[src/rrcff_consts.svh]
// Constants of the receive control and frame filter block.
// Assumes a 20 MHz system clock and a 32-bit Avalon-MM register bus with byte enables.
`ifndef RRCFF_CONSTS_SVH
`define RRCFF_CONSTS_SVH
`define RRCFF_CLK_MHZ      20
`define RRCFF_TURN_US      192
`define RRCFF_TURN_CYC     (`RRCFF_TURN_US * `RRCFF_CLK_MHZ)
`define RRCFF_TMR_W        12
// Register word offsets (compared with address bits 7:2)
`define RRCFF_A_CMD        6'h00
`define RRCFF_A_MASK_OR    6'h01
`define RRCFF_A_MASK_AND   6'h02
`define RRCFF_A_FILT_A     6'h03
`define RRCFF_A_FILT_B     6'h04
`define RRCFF_A_FSM_CTL    6'h05
`define RRCFF_A_FRM_B      6'h06
`define RRCFF_A_PAN        6'h07
`define RRCFF_A_SHORT      6'h08
`define RRCFF_A_EXT_LO     6'h09
`define RRCFF_A_EXT_HI     6'h0A
`define RRCFF_A_STATUS     6'h0B
// Command strobe bit positions
`define RRCFF_CMD_RXON     0
`define RRCFF_CMD_OFF      1
`define RRCFF_CMD_TXON     2
`define RRCFF_CMD_BSET     3
`define RRCFF_CMD_BCLR     4
// Receiver enable mask bit positions
`define RRCFF_MB_RXON      7
`define RRCFF_MB_TX        6
`define RRCFF_MB_SW        5
// Reset values
`define RRCFF_FILT_A_RST   7'h01
`define RRCFF_FILT_B_RST   7'h0F
`define RRCFF_FSM_CTL_RST  1'b1
`define RRCFF_FRM_B_RST    1'b1
// Frame fields
`define RRCFF_BCAST        16'hFFFF
`define RRCFF_LEN_MIN      7'h09
`define RRCFF_LEN_ACK      7'h05
`define RRCFF_FCS_LEN      7'h02
`define RRCFF_HDR_BYTES    23
`define RRCFF_FT_BEACON    3'h0
`define RRCFF_FT_DATA      3'h1
`define RRCFF_FT_ACK       3'h2
`define RRCFF_FT_CMD       3'h3
`define RRCFF_AM_NONE      2'h0
`define RRCFF_AM_RSV       2'h1
`define RRCFF_AM_SHORT     2'h2
`define RRCFF_AM_EXT       2'h3
`define RRCFF_MOD_INV      2'h1
`define RRCFF_MOD_ZERO     2'h2
`define RRCFF_MOD_ONE      2'h3
`endif

[src/rrcff_pkg.sv]
// Types of the receive control and frame filter block.
// Assumes the constants header is compiled alongside.
package rrcff_pkg;
  typedef enum logic [2:0] {
    ST_IDLE, ST_CAL, ST_LISTEN, ST_FRAME, ST_GAP, ST_TX
  } rrcff_state_t;

  typedef struct packed {
    logic [2:0] rsv_mask;
    logic [1:0] max_ver;
    logic       coordinator_role;
    logic       filter_on;
  } rrcff_filt_a_t;

  typedef struct packed {
    logic [1:0] type_msb_modifier;
    logic       accept_reserved_types;
    logic       accept_command_frames;
    logic       accept_acknowledgments;
    logic       accept_payload_frames;
    logic       accept_beacons;
  } rrcff_filt_b_t;

  typedef struct packed {
    logic [1:0] src_mode;
    logic [1:0] version;
    logic [1:0] dst_mode;
    logic [2:0] rsv;
    logic       pan_comp;
    logic       ack_req;
    logic       pending;
    logic       security;
    logic [2:0] ftype;
  } rrcff_fcf_t;
endpackage

[src/rrcff_core.sv]
// Receiver on/off control and received-frame acceptance filter.
// Assumes demodulator, transmitter and bus all run on clk_i.
`timescale 1ns/1ps
`include "rrcff_consts.svh"

module rrcff_core (
  input  wire logic        clk_i,
  input  wire logic        rstn_i,
  input  wire logic [7:0]  avs_address_i,
  input  wire logic        avs_read_i,
  input  wire logic        avs_write_i,
  input  wire logic [31:0] avs_writedata_i,
  input  wire logic [3:0]  avs_byteenable_i,
  output logic [31:0]      avs_readdata_o,
  output logic             avs_waitrequest_o,
  input  wire logic        phy_sfd_i,
  input  wire logic        phy_byte_valid_i,
  input  wire logic [7:0]  phy_byte_i,
  input  wire logic        rx_overflow_i,
  input  wire logic        frame_aborted_event_i,
  input  wire logic        tx_done_i,
  output logic             sfd_search_en_o,
  output logic             rx_ready_o,
  output logic             tx_active_o,
  output logic             abort_o,
  output logic             sfd_status_o,
  output logic             frame_accepted_event_o
);
  localparam logic [`RRCFF_TMR_W-1:0] TURN_LOAD =
    `RRCFF_TMR_W'(`RRCFF_TURN_CYC - 1);

  rrcff_pkg::rrcff_state_t  state;
  rrcff_pkg::rrcff_state_t  next_state;
  rrcff_pkg::rrcff_filt_a_t filter_control_a;
  rrcff_pkg::rrcff_filt_b_t filter_control_b;
  rrcff_pkg::rrcff_fcf_t    fcf;
  logic                     fsm_control;
  logic                     frame_control_b;
  logic [7:0]               receiver_enable_mask;
  logic [7:0]               next_mask;
  logic [15:0]              local_pan;
  logic [15:0]              local_short;
  logic [63:0]              local_ext;
  logic [`RRCFF_TMR_W-1:0]  timer;
  logic [7:0]               hdr [0:`RRCFF_HDR_BYTES-1];
  logic [6:0]               flen;
  logic [6:0]               cnt;
  logic                     len_got;
  logic                     decided;
  logic                     rd_pend;
  logic [31:0]              rd_mux;

  // Bus decode
  wire       wr_cmd   = avs_write_i && avs_address_i[7:2] == `RRCFF_A_CMD && avs_byteenable_i[0];
  wire       wr_or    = avs_write_i && avs_address_i[7:2] == `RRCFF_A_MASK_OR
                        && avs_byteenable_i[0];
  wire       wr_and   = avs_write_i && avs_address_i[7:2] == `RRCFF_A_MASK_AND
                        && avs_byteenable_i[0];
  wire       wr_fa    = avs_write_i && avs_address_i[7:2] == `RRCFF_A_FILT_A
                        && avs_byteenable_i[0];
  wire       wr_fb    = avs_write_i && avs_address_i[7:2] == `RRCFF_A_FILT_B
                        && avs_byteenable_i[0];
  wire       wr_fsm   = avs_write_i && avs_address_i[7:2] == `RRCFF_A_FSM_CTL
                        && avs_byteenable_i[0];
  wire       wr_frm   = avs_write_i && avs_address_i[7:2] == `RRCFF_A_FRM_B
                        && avs_byteenable_i[0];
  wire       wr_pan   = avs_write_i && avs_address_i[7:2] == `RRCFF_A_PAN;
  wire       wr_short = avs_write_i && avs_address_i[7:2] == `RRCFF_A_SHORT;
  wire       wr_elo   = avs_write_i && avs_address_i[7:2] == `RRCFF_A_EXT_LO;
  wire       wr_ehi   = avs_write_i && avs_address_i[7:2] == `RRCFF_A_EXT_HI;
  wire [7:0] wd       = avs_writedata_i[7:0];
  wire       stb_rxon = wr_cmd && wd[`RRCFF_CMD_RXON];
  wire       stb_off  = wr_cmd && wd[`RRCFF_CMD_OFF];
  wire       stb_txon = wr_cmd && wd[`RRCFF_CMD_TXON];
  wire       stb_bset = wr_cmd && wd[`RRCFF_CMD_BSET];
  wire       stb_bclr = wr_cmd && wd[`RRCFF_CMD_BCLR];

  function automatic logic [31:0] merge(input logic [31:0] old_v,
                                        input logic [31:0] new_v,
                                        input logic [3:0]  be);
    logic [31:0] r;
    r = old_v;
    for (int i = 0; i < 4; i++) begin
      if (be[i]) begin
        r[8*i +: 8] = new_v[8*i +: 8];
      end
    end
    return r;
  endfunction

  wire [31:0] pan_new   = merge({16'h0000, local_pan}, avs_writedata_i, avs_byteenable_i);
  wire [31:0] short_new = merge({16'h0000, local_short}, avs_writedata_i, avs_byteenable_i);
  wire [31:0] elo_new   = merge(local_ext[31:0], avs_writedata_i, avs_byteenable_i);
  wire [31:0] ehi_new   = merge(local_ext[63:32], avs_writedata_i, avs_byteenable_i);

  // Header field extraction; FCF arrives low byte first
  assign fcf = rrcff_pkg::rrcff_fcf_t'({hdr[1], hdr[0]});
  wire [1:0]  dm      = fcf.dst_mode;
  wire [1:0]  sm      = fcf.src_mode;
  wire        dm_none = dm == `RRCFF_AM_NONE;
  wire        sm_none = sm == `RRCFF_AM_NONE;
  wire [15:0] dpan    = {hdr[4], hdr[3]};
  wire [15:0] dshort  = {hdr[6], hdr[5]};
  logic [63:0] dext;
  genvar g;
  generate
    for (g = 0; g < 8; g++) begin : g_dext
      assign dext[8*g +: 8] = hdr[5+g];
    end
  endgenerate

  wire [6:0] dlen = dm == `RRCFF_AM_SHORT ? 7'h02 : dm == `RRCFF_AM_EXT ? 7'h08 : 7'h00;
  wire [6:0] slen = sm == `RRCFF_AM_SHORT ? 7'h02 : sm == `RRCFF_AM_EXT ? 7'h08 : 7'h00;
  wire [6:0] dpan_len = dm_none ? 7'h00 : 7'h02;
  wire       span_in  = !sm_none && !(fcf.pan_comp && !dm_none);
  wire [6:0] span_len = span_in ? 7'h02 : 7'h00;
  wire [6:0] hdr_len  = 7'h03 + dpan_len + dlen + span_len + slen;
  wire [6:0] min_len  = hdr_len + `RRCFF_FCS_LEN;
  // Compressed source PAN is the destination PAN
  wire [15:0] span_val = !span_in ? dpan :
                         dm == `RRCFF_AM_SHORT ? {hdr[8], hdr[7]} :
                         dm == `RRCFF_AM_EXT ? {hdr[14], hdr[13]} : {hdr[4], hdr[3]};

  // Type MSB modifier only changes the filter's view of the type
  wire [1:0] tmod  = filter_control_b.type_msb_modifier;
  wire       t_msb = tmod == `RRCFF_MOD_INV  ? !fcf.ftype[2] :
                     tmod == `RRCFF_MOD_ZERO ? 1'b0 :
                     tmod == `RRCFF_MOD_ONE  ? 1'b1 : fcf.ftype[2];
  wire [2:0] ftype = {t_msb, fcf.ftype[1:0]};

  // Settings are read live, so a mid-frame change may or may not count
  wire len_ok   = flen >= min_len;
  wire rsv_ok   = (fcf.rsv & filter_control_a.rsv_mask) == 3'h0;
  wire ver_ok   = fcf.version <= filter_control_a.max_ver;
  wire mode_ok  = dm != `RRCFF_AM_RSV && sm != `RRCFF_AM_RSV;
  wire dpan_ok  = dm_none || dpan == local_pan || dpan == `RRCFF_BCAST;
  wire daddr_ok = dm_none ||
                  (dm == `RRCFF_AM_SHORT &&
                   (dshort == local_short || dshort == `RRCFF_BCAST)) ||
                  (dm == `RRCFF_AM_EXT && dext == local_ext);
  wire span_eq  = span_val == local_pan;
  wire long_ok  = flen >= `RRCFF_LEN_MIN;
  wire bcn_ok   = filter_control_b.accept_beacons && long_ok && dm_none &&
                  (sm == `RRCFF_AM_SHORT || sm == `RRCFF_AM_EXT) &&
                  (span_eq || local_pan == `RRCFF_BCAST);
  wire addr_ok  = (!dm_none || !sm_none) &&
                  (!dm_none || (filter_control_a.coordinator_role && span_eq));
  wire data_ok  = filter_control_b.accept_payload_frames && long_ok && addr_ok;
  wire cmd_ok   = filter_control_b.accept_command_frames && long_ok && addr_ok;
  wire ack_ok   = filter_control_b.accept_acknowledgments &&
                  flen == `RRCFF_LEN_ACK;
  wire rtyp_ok  = filter_control_b.accept_reserved_types && long_ok;
  wire type_ok  = ftype == `RRCFF_FT_BEACON ? bcn_ok :
                  ftype == `RRCFF_FT_DATA   ? data_ok :
                  ftype == `RRCFF_FT_ACK    ? ack_ok :
                  ftype == `RRCFF_FT_CMD    ? cmd_ok : rtyp_ok;
  wire pass     = len_ok && rsv_ok && ver_ok && mode_ok && dpan_ok && daddr_ok && type_ok;

  // Frame progress
  wire in_frame  = state == rrcff_pkg::ST_FRAME;
  wire byte_in   = in_frame && phy_byte_valid_i;
  wire hdr_done  = len_got && (cnt == flen || (cnt >= 7'h03 && cnt == hdr_len));
  wire killed    = in_frame && (rx_overflow_i || frame_aborted_event_i);
  wire decide    = in_frame && !decided && !killed &&
                   (hdr_done || (len_got && !filter_control_a.filter_on));
  wire accept_ev = decide && filter_control_a.filter_on && pass;
  wire reject    = decide && filter_control_a.filter_on && !pass;
  wire frame_end = in_frame && (killed || (len_got && cnt == flen));

  // Receiver enable mask
  always_comb begin
    next_mask = receiver_enable_mask;
    if (wr_or) begin
      next_mask = next_mask | wd;
    end
    if (wr_and) begin
      next_mask = next_mask & wd;
    end
    if (stb_bset) begin
      next_mask[`RRCFF_MB_SW] = 1'b1;
    end
    if (stb_bclr) begin
      next_mask[`RRCFF_MB_SW] = 1'b0;
    end
    if (stb_txon && frame_control_b) begin
      next_mask[`RRCFF_MB_TX] = 1'b1;
    end
    if (stb_rxon) begin
      next_mask[`RRCFF_MB_RXON] = 1'b1;
    end
    if (stb_off) begin
      next_mask = 8'h00;
    end
  end

  wire mask_on  = next_mask != 8'h00;
  wire tmr_done = timer == `RRCFF_TMR_W'(0);

  // Radio state; hard strobes override any activity
  always_comb begin
    next_state = state;
    unique case (state)
      rrcff_pkg::ST_IDLE: begin
        if (mask_on) begin
          next_state = rrcff_pkg::ST_CAL;
        end
      end
      rrcff_pkg::ST_CAL: begin
        if (!mask_on) begin
          next_state = rrcff_pkg::ST_IDLE;
        end else if (tmr_done) begin
          next_state = rrcff_pkg::ST_LISTEN;
        end
      end
      rrcff_pkg::ST_LISTEN: begin
        if (!mask_on) begin
          next_state = rrcff_pkg::ST_IDLE;
        end else if (phy_sfd_i) begin
          next_state = rrcff_pkg::ST_FRAME;
        end
      end
      rrcff_pkg::ST_FRAME: begin
        if (frame_end) begin
          next_state = !mask_on ? rrcff_pkg::ST_IDLE :
                       fsm_control ? rrcff_pkg::ST_GAP :
                       rrcff_pkg::ST_LISTEN;
        end
      end
      rrcff_pkg::ST_GAP: begin
        if (!mask_on) begin
          next_state = rrcff_pkg::ST_IDLE;
        end else if (tmr_done) begin
          next_state = rrcff_pkg::ST_LISTEN;
        end
      end
      rrcff_pkg::ST_TX: begin
        if (tx_done_i) begin
          next_state = mask_on ? rrcff_pkg::ST_CAL : rrcff_pkg::ST_IDLE;
        end
      end
    endcase
    if (stb_txon && state != rrcff_pkg::ST_TX) begin
      next_state = rrcff_pkg::ST_TX;
    end
    if (stb_rxon) begin
      next_state = rrcff_pkg::ST_CAL;
    end
    if (stb_off) begin
      next_state = rrcff_pkg::ST_IDLE;
    end
  end

  // Reload on entry, and again on receive-on inside calibration
  wire tmr_load = (next_state == rrcff_pkg::ST_CAL || next_state == rrcff_pkg::ST_GAP) &&
                  (next_state != state || stb_rxon);
  wire hard_abort = (stb_rxon || stb_off) &&
                    (state == rrcff_pkg::ST_TX || in_frame);

  always_ff @(posedge clk_i or negedge rstn_i) begin
    if (!rstn_i) begin
      state                <= rrcff_pkg::ST_IDLE;
      receiver_enable_mask <= 8'h00;
      timer                <= `RRCFF_TMR_W'(0);
      abort_o              <= 1'b0;
    end else begin
      state                <= next_state;
      receiver_enable_mask <= next_mask;
      timer                <= tmr_load ? TURN_LOAD : tmr_done ? timer : timer - 1'b1;
      abort_o              <= hard_abort;
    end
  end

  // Configuration registers
  always_ff @(posedge clk_i or negedge rstn_i) begin
    if (!rstn_i) begin
      filter_control_a <= `RRCFF_FILT_A_RST;
      filter_control_b <= `RRCFF_FILT_B_RST;
      fsm_control      <= `RRCFF_FSM_CTL_RST;
      frame_control_b  <= `RRCFF_FRM_B_RST;
      local_pan        <= 16'h0000;
      local_short      <= 16'h0000;
      local_ext        <= 64'h0000000000000000;
    end else begin
      if (wr_fa) begin
        filter_control_a <= wd[6:0];
      end
      if (wr_fb) begin
        filter_control_b <= wd[6:0];
      end
      if (wr_fsm) begin
        fsm_control <= wd[0];
      end
      if (wr_frm) begin
        frame_control_b <= wd[0];
      end
      if (wr_pan) begin
        local_pan <= pan_new[15:0];
      end
      if (wr_short) begin
        local_short <= short_new[15:0];
      end
      if (wr_elo) begin
        local_ext[31:0] <= elo_new;
      end
      if (wr_ehi) begin
        local_ext[63:32] <= ehi_new;
      end
    end
  end

  // Frame capture; header bytes kept, stored frame data untouched
  always_ff @(posedge clk_i or negedge rstn_i) begin
    if (!rstn_i) begin
      flen    <= 7'h00;
      cnt     <= 7'h00;
      len_got <= 1'b0;
      decided <= 1'b0;
    end else if (!in_frame) begin
      cnt     <= 7'h00;
      len_got <= 1'b0;
      decided <= 1'b0;
    end else begin
      if (decide || killed) begin
        decided <= 1'b1;
      end
      if (byte_in && !len_got) begin
        flen    <= phy_byte_i[6:0];
        len_got <= 1'b1;
      end else if (byte_in && cnt != flen) begin
        cnt <= cnt + 7'h01;
      end
    end
  end

  always_ff @(posedge clk_i) begin
    if (byte_in && len_got && cnt < 7'(`RRCFF_HDR_BYTES)) begin
      hdr[cnt[4:0]] <= phy_byte_i;
    end
  end

  // Start-of-frame status and accept event
  always_ff @(posedge clk_i or negedge rstn_i) begin
    if (!rstn_i) begin
      sfd_status_o           <= 1'b0;
      frame_accepted_event_o <= 1'b0;
    end else begin
      frame_accepted_event_o <= accept_ev;
      if (state == rrcff_pkg::ST_LISTEN && next_state == rrcff_pkg::ST_FRAME) begin
        sfd_status_o <= 1'b1;
      end else if (frame_end || reject || !in_frame) begin
        sfd_status_o <= 1'b0;
      end
    end
  end

  // Register read path, one wait cycle per read
  always_comb begin
    rd_mux = 32'h00000000;
    unique case (avs_address_i[7:2])
      `RRCFF_A_MASK_OR,
      `RRCFF_A_MASK_AND: rd_mux = {24'h000000, receiver_enable_mask};
      `RRCFF_A_FILT_A:   rd_mux = {25'h0000000, filter_control_a};
      `RRCFF_A_FILT_B:   rd_mux = {25'h0000000, filter_control_b};
      `RRCFF_A_FSM_CTL:  rd_mux = {31'h00000000, fsm_control};
      `RRCFF_A_FRM_B:    rd_mux = {31'h00000000, frame_control_b};
      `RRCFF_A_PAN:      rd_mux = {16'h0000, local_pan};
      `RRCFF_A_SHORT:    rd_mux = {16'h0000, local_short};
      `RRCFF_A_EXT_LO:   rd_mux = local_ext[31:0];
      `RRCFF_A_EXT_HI:   rd_mux = local_ext[63:32];
      `RRCFF_A_STATUS:   rd_mux = {28'h0000000, rx_ready_o, tx_active_o,
                                   sfd_search_en_o, sfd_status_o};
      default:           rd_mux = 32'h00000000;
    endcase
  end

  always_ff @(posedge clk_i or negedge rstn_i) begin
    if (!rstn_i) begin
      rd_pend        <= 1'b0;
      avs_readdata_o <= 32'h00000000;
    end else begin
      rd_pend <= avs_read_i && !rd_pend;
      if (avs_read_i && !rd_pend) begin
        avs_readdata_o <= rd_mux;
      end
    end
  end

  assign avs_waitrequest_o = avs_read_i && !rd_pend;
  assign sfd_search_en_o   = state == rrcff_pkg::ST_LISTEN;
  assign rx_ready_o        = state == rrcff_pkg::ST_LISTEN || in_frame ||
                             state == rrcff_pkg::ST_GAP;
  assign tx_active_o       = state == rrcff_pkg::ST_TX;
endmodule // rrcff_core

[config.mk]
export PLATFORM = sky130hd
export DESIGN_NAME = rrcff_core
export DESIGN_NICKNAME = d
export VERILOG_FILES = /design/src/rrcff_pkg.sv /design/src/rrcff_core.sv
export VERILOG_INCLUDE_DIRS = /design/src
export SDC_FILE = /design/constraint.sdc
export NUM_CORES = 1
export LEC_CHECK = 0
export BUFFER_PORTS_ARGS = -buffer_cell sky130_fd_sc_hd__buf_2
export CAP_MARGIN = 20
export CORE_ASPECT_RATIO = 1.25
export CORE_MARGIN = 3
export CORE_UTILIZATION = 55
export DETAILED_ROUTE_END_ITERATION = 10
export PLACE_DENSITY = 0.74
export SYNTH_ARGS = -nofsm -noshare
export SYNTH_HDL_FRONTEND = slang
export SYNTH_SLANG_ARGS = --single-unit
[constraint.sdc]
create_clock -name clk_i -period 5.2 [get_ports clk_i]
set_input_delay 0.26 -clock clk_i [delete_from_list [all_inputs] [get_ports clk_i]]
set_output_delay 0.26 -clock clk_i [all_outputs]
set_load 0.005 [all_outputs]
# Word-level counts from Yosys, hierarchy flattened
# Memory sizes are Yosys's and may differ from the RTL's.
# Index checks and enable logic that the tools add are counted.
[word_totals]
register_bits = 187
latch_bits = 0
ram_bits = 184
romBits = 0
output_inout_bits = 39
elab_cells = 279
memories = 1
[classes]
n_addsub = 7
mul = 0
div = 0
magnitude_cmp = 5
n_eq_ne = 49
shift = 0
muxes = 51
bitwise = 3
reduce_logical = 127
[memory_table]
columns = ["name", "depth", "width", "read_ports", "rd_ports_with_merged_regs", "write_ports", "line_no", "text"]
rows = [
  ["hdr", 23, 8, 14, 0, 1, "rrcff_core.sv:45", "logic [7:0] hdr [0:`RRCFF_HDR_BYTES-1];"],
]
[op_table]
columns = ["op", "n"]
rows = [
  ["$pmux W32 S10", 1],
  ["$logic_and A1 B1 Y1", 69],
  ["$eq A64 B64 Y1", 1],
  ["$eq A16 B16 Y1", 3],
  ["$eq A16 B16 Y1 const B", 3],
  ["$mux W16", 3],
  ["$mux W3", 12],
  ["$reduce_and A2 Y1", 14],
  ["$eq A6 B3 Y1 const B", 4],
  ["$eq A6 B4 Y1 const B", 4],
  ["$mux W12", 2],
  ["$mux W8", 3],
  ["$logic_or A1 B1 Y1", 22],
  ["$mux W7", 3],
  ["$mux W1", 20],
  ["$mux W4", 4],
  ["$eq A3 B2 Y1 const B", 5],
  ["$pmux W3 S5", 1],
  ["$eq A7 B7 Y1", 2],
  ["$eq A2 B2 Y1 const B", 6],
  ["$eq A6 B2 Y1 const B", 2],
  ["$logic_not A12 Y1", 1],
  ["$ne A2 B1 Y1 const B", 6],
  ["$sub A12 B1 Y12 const B", 1],
  ["31 further kinds", 50],
]

# Longest topological paths before layout
# An unclocked memory read counts as a cell.
[depth]
depth_word = 23
ltp_mapped = 19
mapped_depth_nobuf = 17

# Worst setup path after synthesis
# Ideal clock, no wire load.
[synth_timing]
path_kind = "register to register"
from = "memory hdr[1][2]"
to = "register sfd_status_o"
setup_time_ns = 0.125
arrival_time_ns = 3.933
setup_slack_ns = 1.142
path_stages_with_launch = 20
n_path_buf = 2
synth_period_minus_slack_ns = 4.058
path_cell_list = "edfxtp_1 -> clkbuf_1 -> buf_1 -> nand2b_1 -> ha_1 -> inv_1 -> ha_1 -> ha_1 -> fa_1 -> ha_1 -> inv_1 -> ha_1 -> a21o_1 -> a21o_1 -> a21o_1 -> a21o_1 -> a21oi_1 -> nor4_1 -> o2111ai_1 -> nand2_1"
[synth_lines]
columns = ["element", "line_no", "text"]
rows = [
  ["start: declaration", "rrcff_core.sv:45", ""],
  ["end signal: assignment", "rrcff_core.sv:344", "sfd_status_o <= 1'b0;"],
  ["end signal: assignment", "rrcff_core.sv:349", "sfd_status_o <= 1'b1;"],
  ["end signal: assignment", "rrcff_core.sv:351", "sfd_status_o <= 1'b0;"],
  ["end: declaration", "rrcff_core.sv:26", "output logic sfd_status_o,"],
]

==> flow_summary.toml <==
[run_status]
status = "completed"

[timing]
setup_viol = 0
slew_headroom_pct = 29.62
hold_viol = 0
fmax_mhz = 251.9
hold_ws_ps = 57.22
setup_ws_ps = 1230
fin_crit_sh_pct = 76.35
slew_violations = 0
period_needed_ps = 3970
fin_worst_skew_ps = 20.15
tns_ps = 0
rsz0062_at_grt = "false"
tightest_slew_ps = 1048

[critical_path]
critPathMaxStageDelay_ps = 510
critical_path.endpoint_type = "flop"
critPathSlowestCell = "fa_1"
crit_fanout = 7
crit_type = "flop to flop"
worstPathRequired_ps = 5630
cp_cell_sequence = "nor2_1 -> inv_1 -> a21oi_1 -> ha_1 -> ha_1 -> fa_1 -> ha_1 -> inv_1 -> ha_1 -> a21o_1 -> a21o_1 -> a21o_1 -> a21o_1 -> a21oi_1 -> nor4_1 -> o2111ai_1 -> nand2_1"
critPathLaunchType = "flop"
arrival_ps = 4400

[hold_path]
hold_path_class = "input port to flop"

[placement]
pre_cts_ws_ps = 1320
routabilityCongestion = 0.9577
dp_hpwl_um = 28670
port_buffers = 97
place_area_um2 = 15160

[floorplan]
die_w_um = 150.5
ios = 100
num_rows = 65
start_util_pct = 56.35
coreArea_um2 = 25460
die_h_um = 186.6
dieArea_um2 = 28070

[clock_network]
numCtsBuffers = 30
cts_max_level = 1
cts_setup_buffers = 0
cts-root-buf = "clkbuf_16"
clk_latency_ps = 560
cts.sinks = 296
clk_path_buf_depth = 3
cts_tree = "built"
path_clk_slew_ps = 60

[detailed_routing]
via_per_inst = 6.279
vias = 10620
remaining_drc_errors = 0
wl_met3_um = 2640
met1_length_um = 15280
routedWlPerCell_um = 23.66
dr.pass1.iters = 9
ant_nets = 0
drt_iter0_markers = 1047
dr_wl_met2_um = 20240
maxUsedRoutingLayer = "met4"
finalWirelength_um = 40030

[job]
cap_viol_max_count = 0

[grt]
grt_use_total_pct = 28.44
overflow = 0
grt_pass1_vias = 10620
antenna_found_initial = 0
grt_first_pass_wirelength_um = 61470
grt_max_degree = 91

[synthesis]
synth_edf_count = 109
synth-seq-cells = 296
synth.mux.area_fraction_pct = 9.594
synth.avg_cell_area_um2 = 11.83
synth.distinct_cells = 72
syn_inst = 1213
async_flop_share_pct = 63.18
synth_nets = 1294
synth_xor_area_share_pct = 7.510
synth_seq_area_share_pct = 55.50
netlist_area_um2 = 14350
yosys.area_share.simple_pct = 12.38
synthAdderAreaFrac_pct = 1.797
synth_flop_cell = "dfrtp_1"
synth_warnings = 0
synth_compound_area_share_pct = 10.92
synth_top_family_by_area = "simple AND/OR/NAND/NOR gates"

[final_layout]
final_common_cell = "dfrtp_1"
final_cell_mix = "dfrtp_1, mux2_2, edfxtp_1"
utilization_pct = 64.62
nFillCells = 1929
final_layout_size_suffix_gt1_share_pct = 22.33
diodes = 0
area_growth_pct = 14.67
nets = 1414
fin_area_um2 = 16450

[power]
irDropWorstVdd_uv = 327.8
power.density_nw_per_um2 = 358.4
p_leak_nw = 6.859
-- final cells by class --
cell class / count / area [um2] / area share (%)
inverter: 30 / 112.6 / 0.6846
multi-input combinational: 834 / 6062 / 36.85
tap: 335 / 419.2 / 2.548
clock inverter: 21 / 191.4 / 1.164
timing repair buffer: 141 / 892.1 / 5.423
clock buffer: 35 / 810.8 / 4.929
sequential: 296 / 7961 / 48.40
-- per-layer routing --
metal,global-route usage [%],vias to the layer above
met3,3.449,107
li1,-,4759
met4,12.29,0
met1,36.54,5289
met5,0,-
met2,48.32,469
-- logic make-up (layout without fill, tap and decap cells) --
group / count (synthesis) / in the layout
compound gates: 229 / 229
fa+ha+maj: 20 / 20
simple gates: 338 / 338
mux: 123 / 123
buf+inv: 83 / 227
flops: 296 / 296
xor+xnor: 123 / 123
other cells: 1 / 1
-- worst paths after layout --
check / startpoint / endpoint / slack [ps] / cells after the start
worst max register to register: hdr[1][3] / sfd_status_o / 1230 / 17
worst min-delay path: avs_writedata_i[7] / local_ext[39] / 60 / 3
max in group asynchronous: rstn_i / local_ext[33] / 3690 / 3
worst max-delay path: hdr[1][3] / sfd_status_o / 1230 / 17
min in group asynchronous: rstn_i / avs_readdata_o[16] / 350 / 2
worst min register to register: avs_readdata_o[14] / avs_readdata_o[14] / 470 / 1
-- timing repair --
item,in CTS,in global routing
gates resized for setup,0,0
setup endpoints to repair,0,0
hold buffers,28,0
hold endpoints to repair,151,0
-- power by group --
part | switching, mW | internal (mW) | leakage (nW)
combinational | 0.485 | 0.394 | 2.96
clock | 0.915 | 1.26 | 0.504
sequential | 0.242 | 2.60 | 3.40
-- worst max-delay path: cells and delay by family (launching register included) --
kind	cells	cell delay [ps]
buffers and inverters	2	190
flip-flops	1	480
AND/OR/NAND/NOR	3	370
adder cells (fa/ha/maj)	5	1540
AO/OA/AOI/OAI	7	1270
-- flip-flops by register name (all words and copies together) (netlist names), 8 cells and up --
name	cells
local_pan	16
receiver_enable_mask	8
local_ext	64
local_short	16
hdr	109
avs_readdata_o	32
timer	12
-- per-stage QoR --
step / power [mW] / instances
finish: 5.896 / 1692
global route: 6.125 / 1692
CTS: 5.913 / 1691
floorplan: 3.391 / 1213
detailed placement: 3.724 / 1607
global placement: 3.697 / 1606
-- synthesized netlist by cell type (all sizes together) (11+ instances only) --
cell type	count	area, um2
nor2	57	216.5
nand2b	19	118.9
nand4	38	244.0
a21oi	55	282.8
nand2	79	296.5
nand3	18	90.09
mux2	113	1272
ha	19	237.7
a22oi	25	187.7
o21ai	54	277.8
a21o	19	142.6
nor2b	13	81.33
inv	30	112.6
a222oi	22	220.2
xnor2	63	551.8
clkbuf	47	176.4
nor3	32	160.2
dfrtp	180	4504
xor2	60	525.5
edfxtp	109	3273
or3	11	68.82
nor4	24	150.1
and3	13	81.33
(Power assumes the default switching activity.)
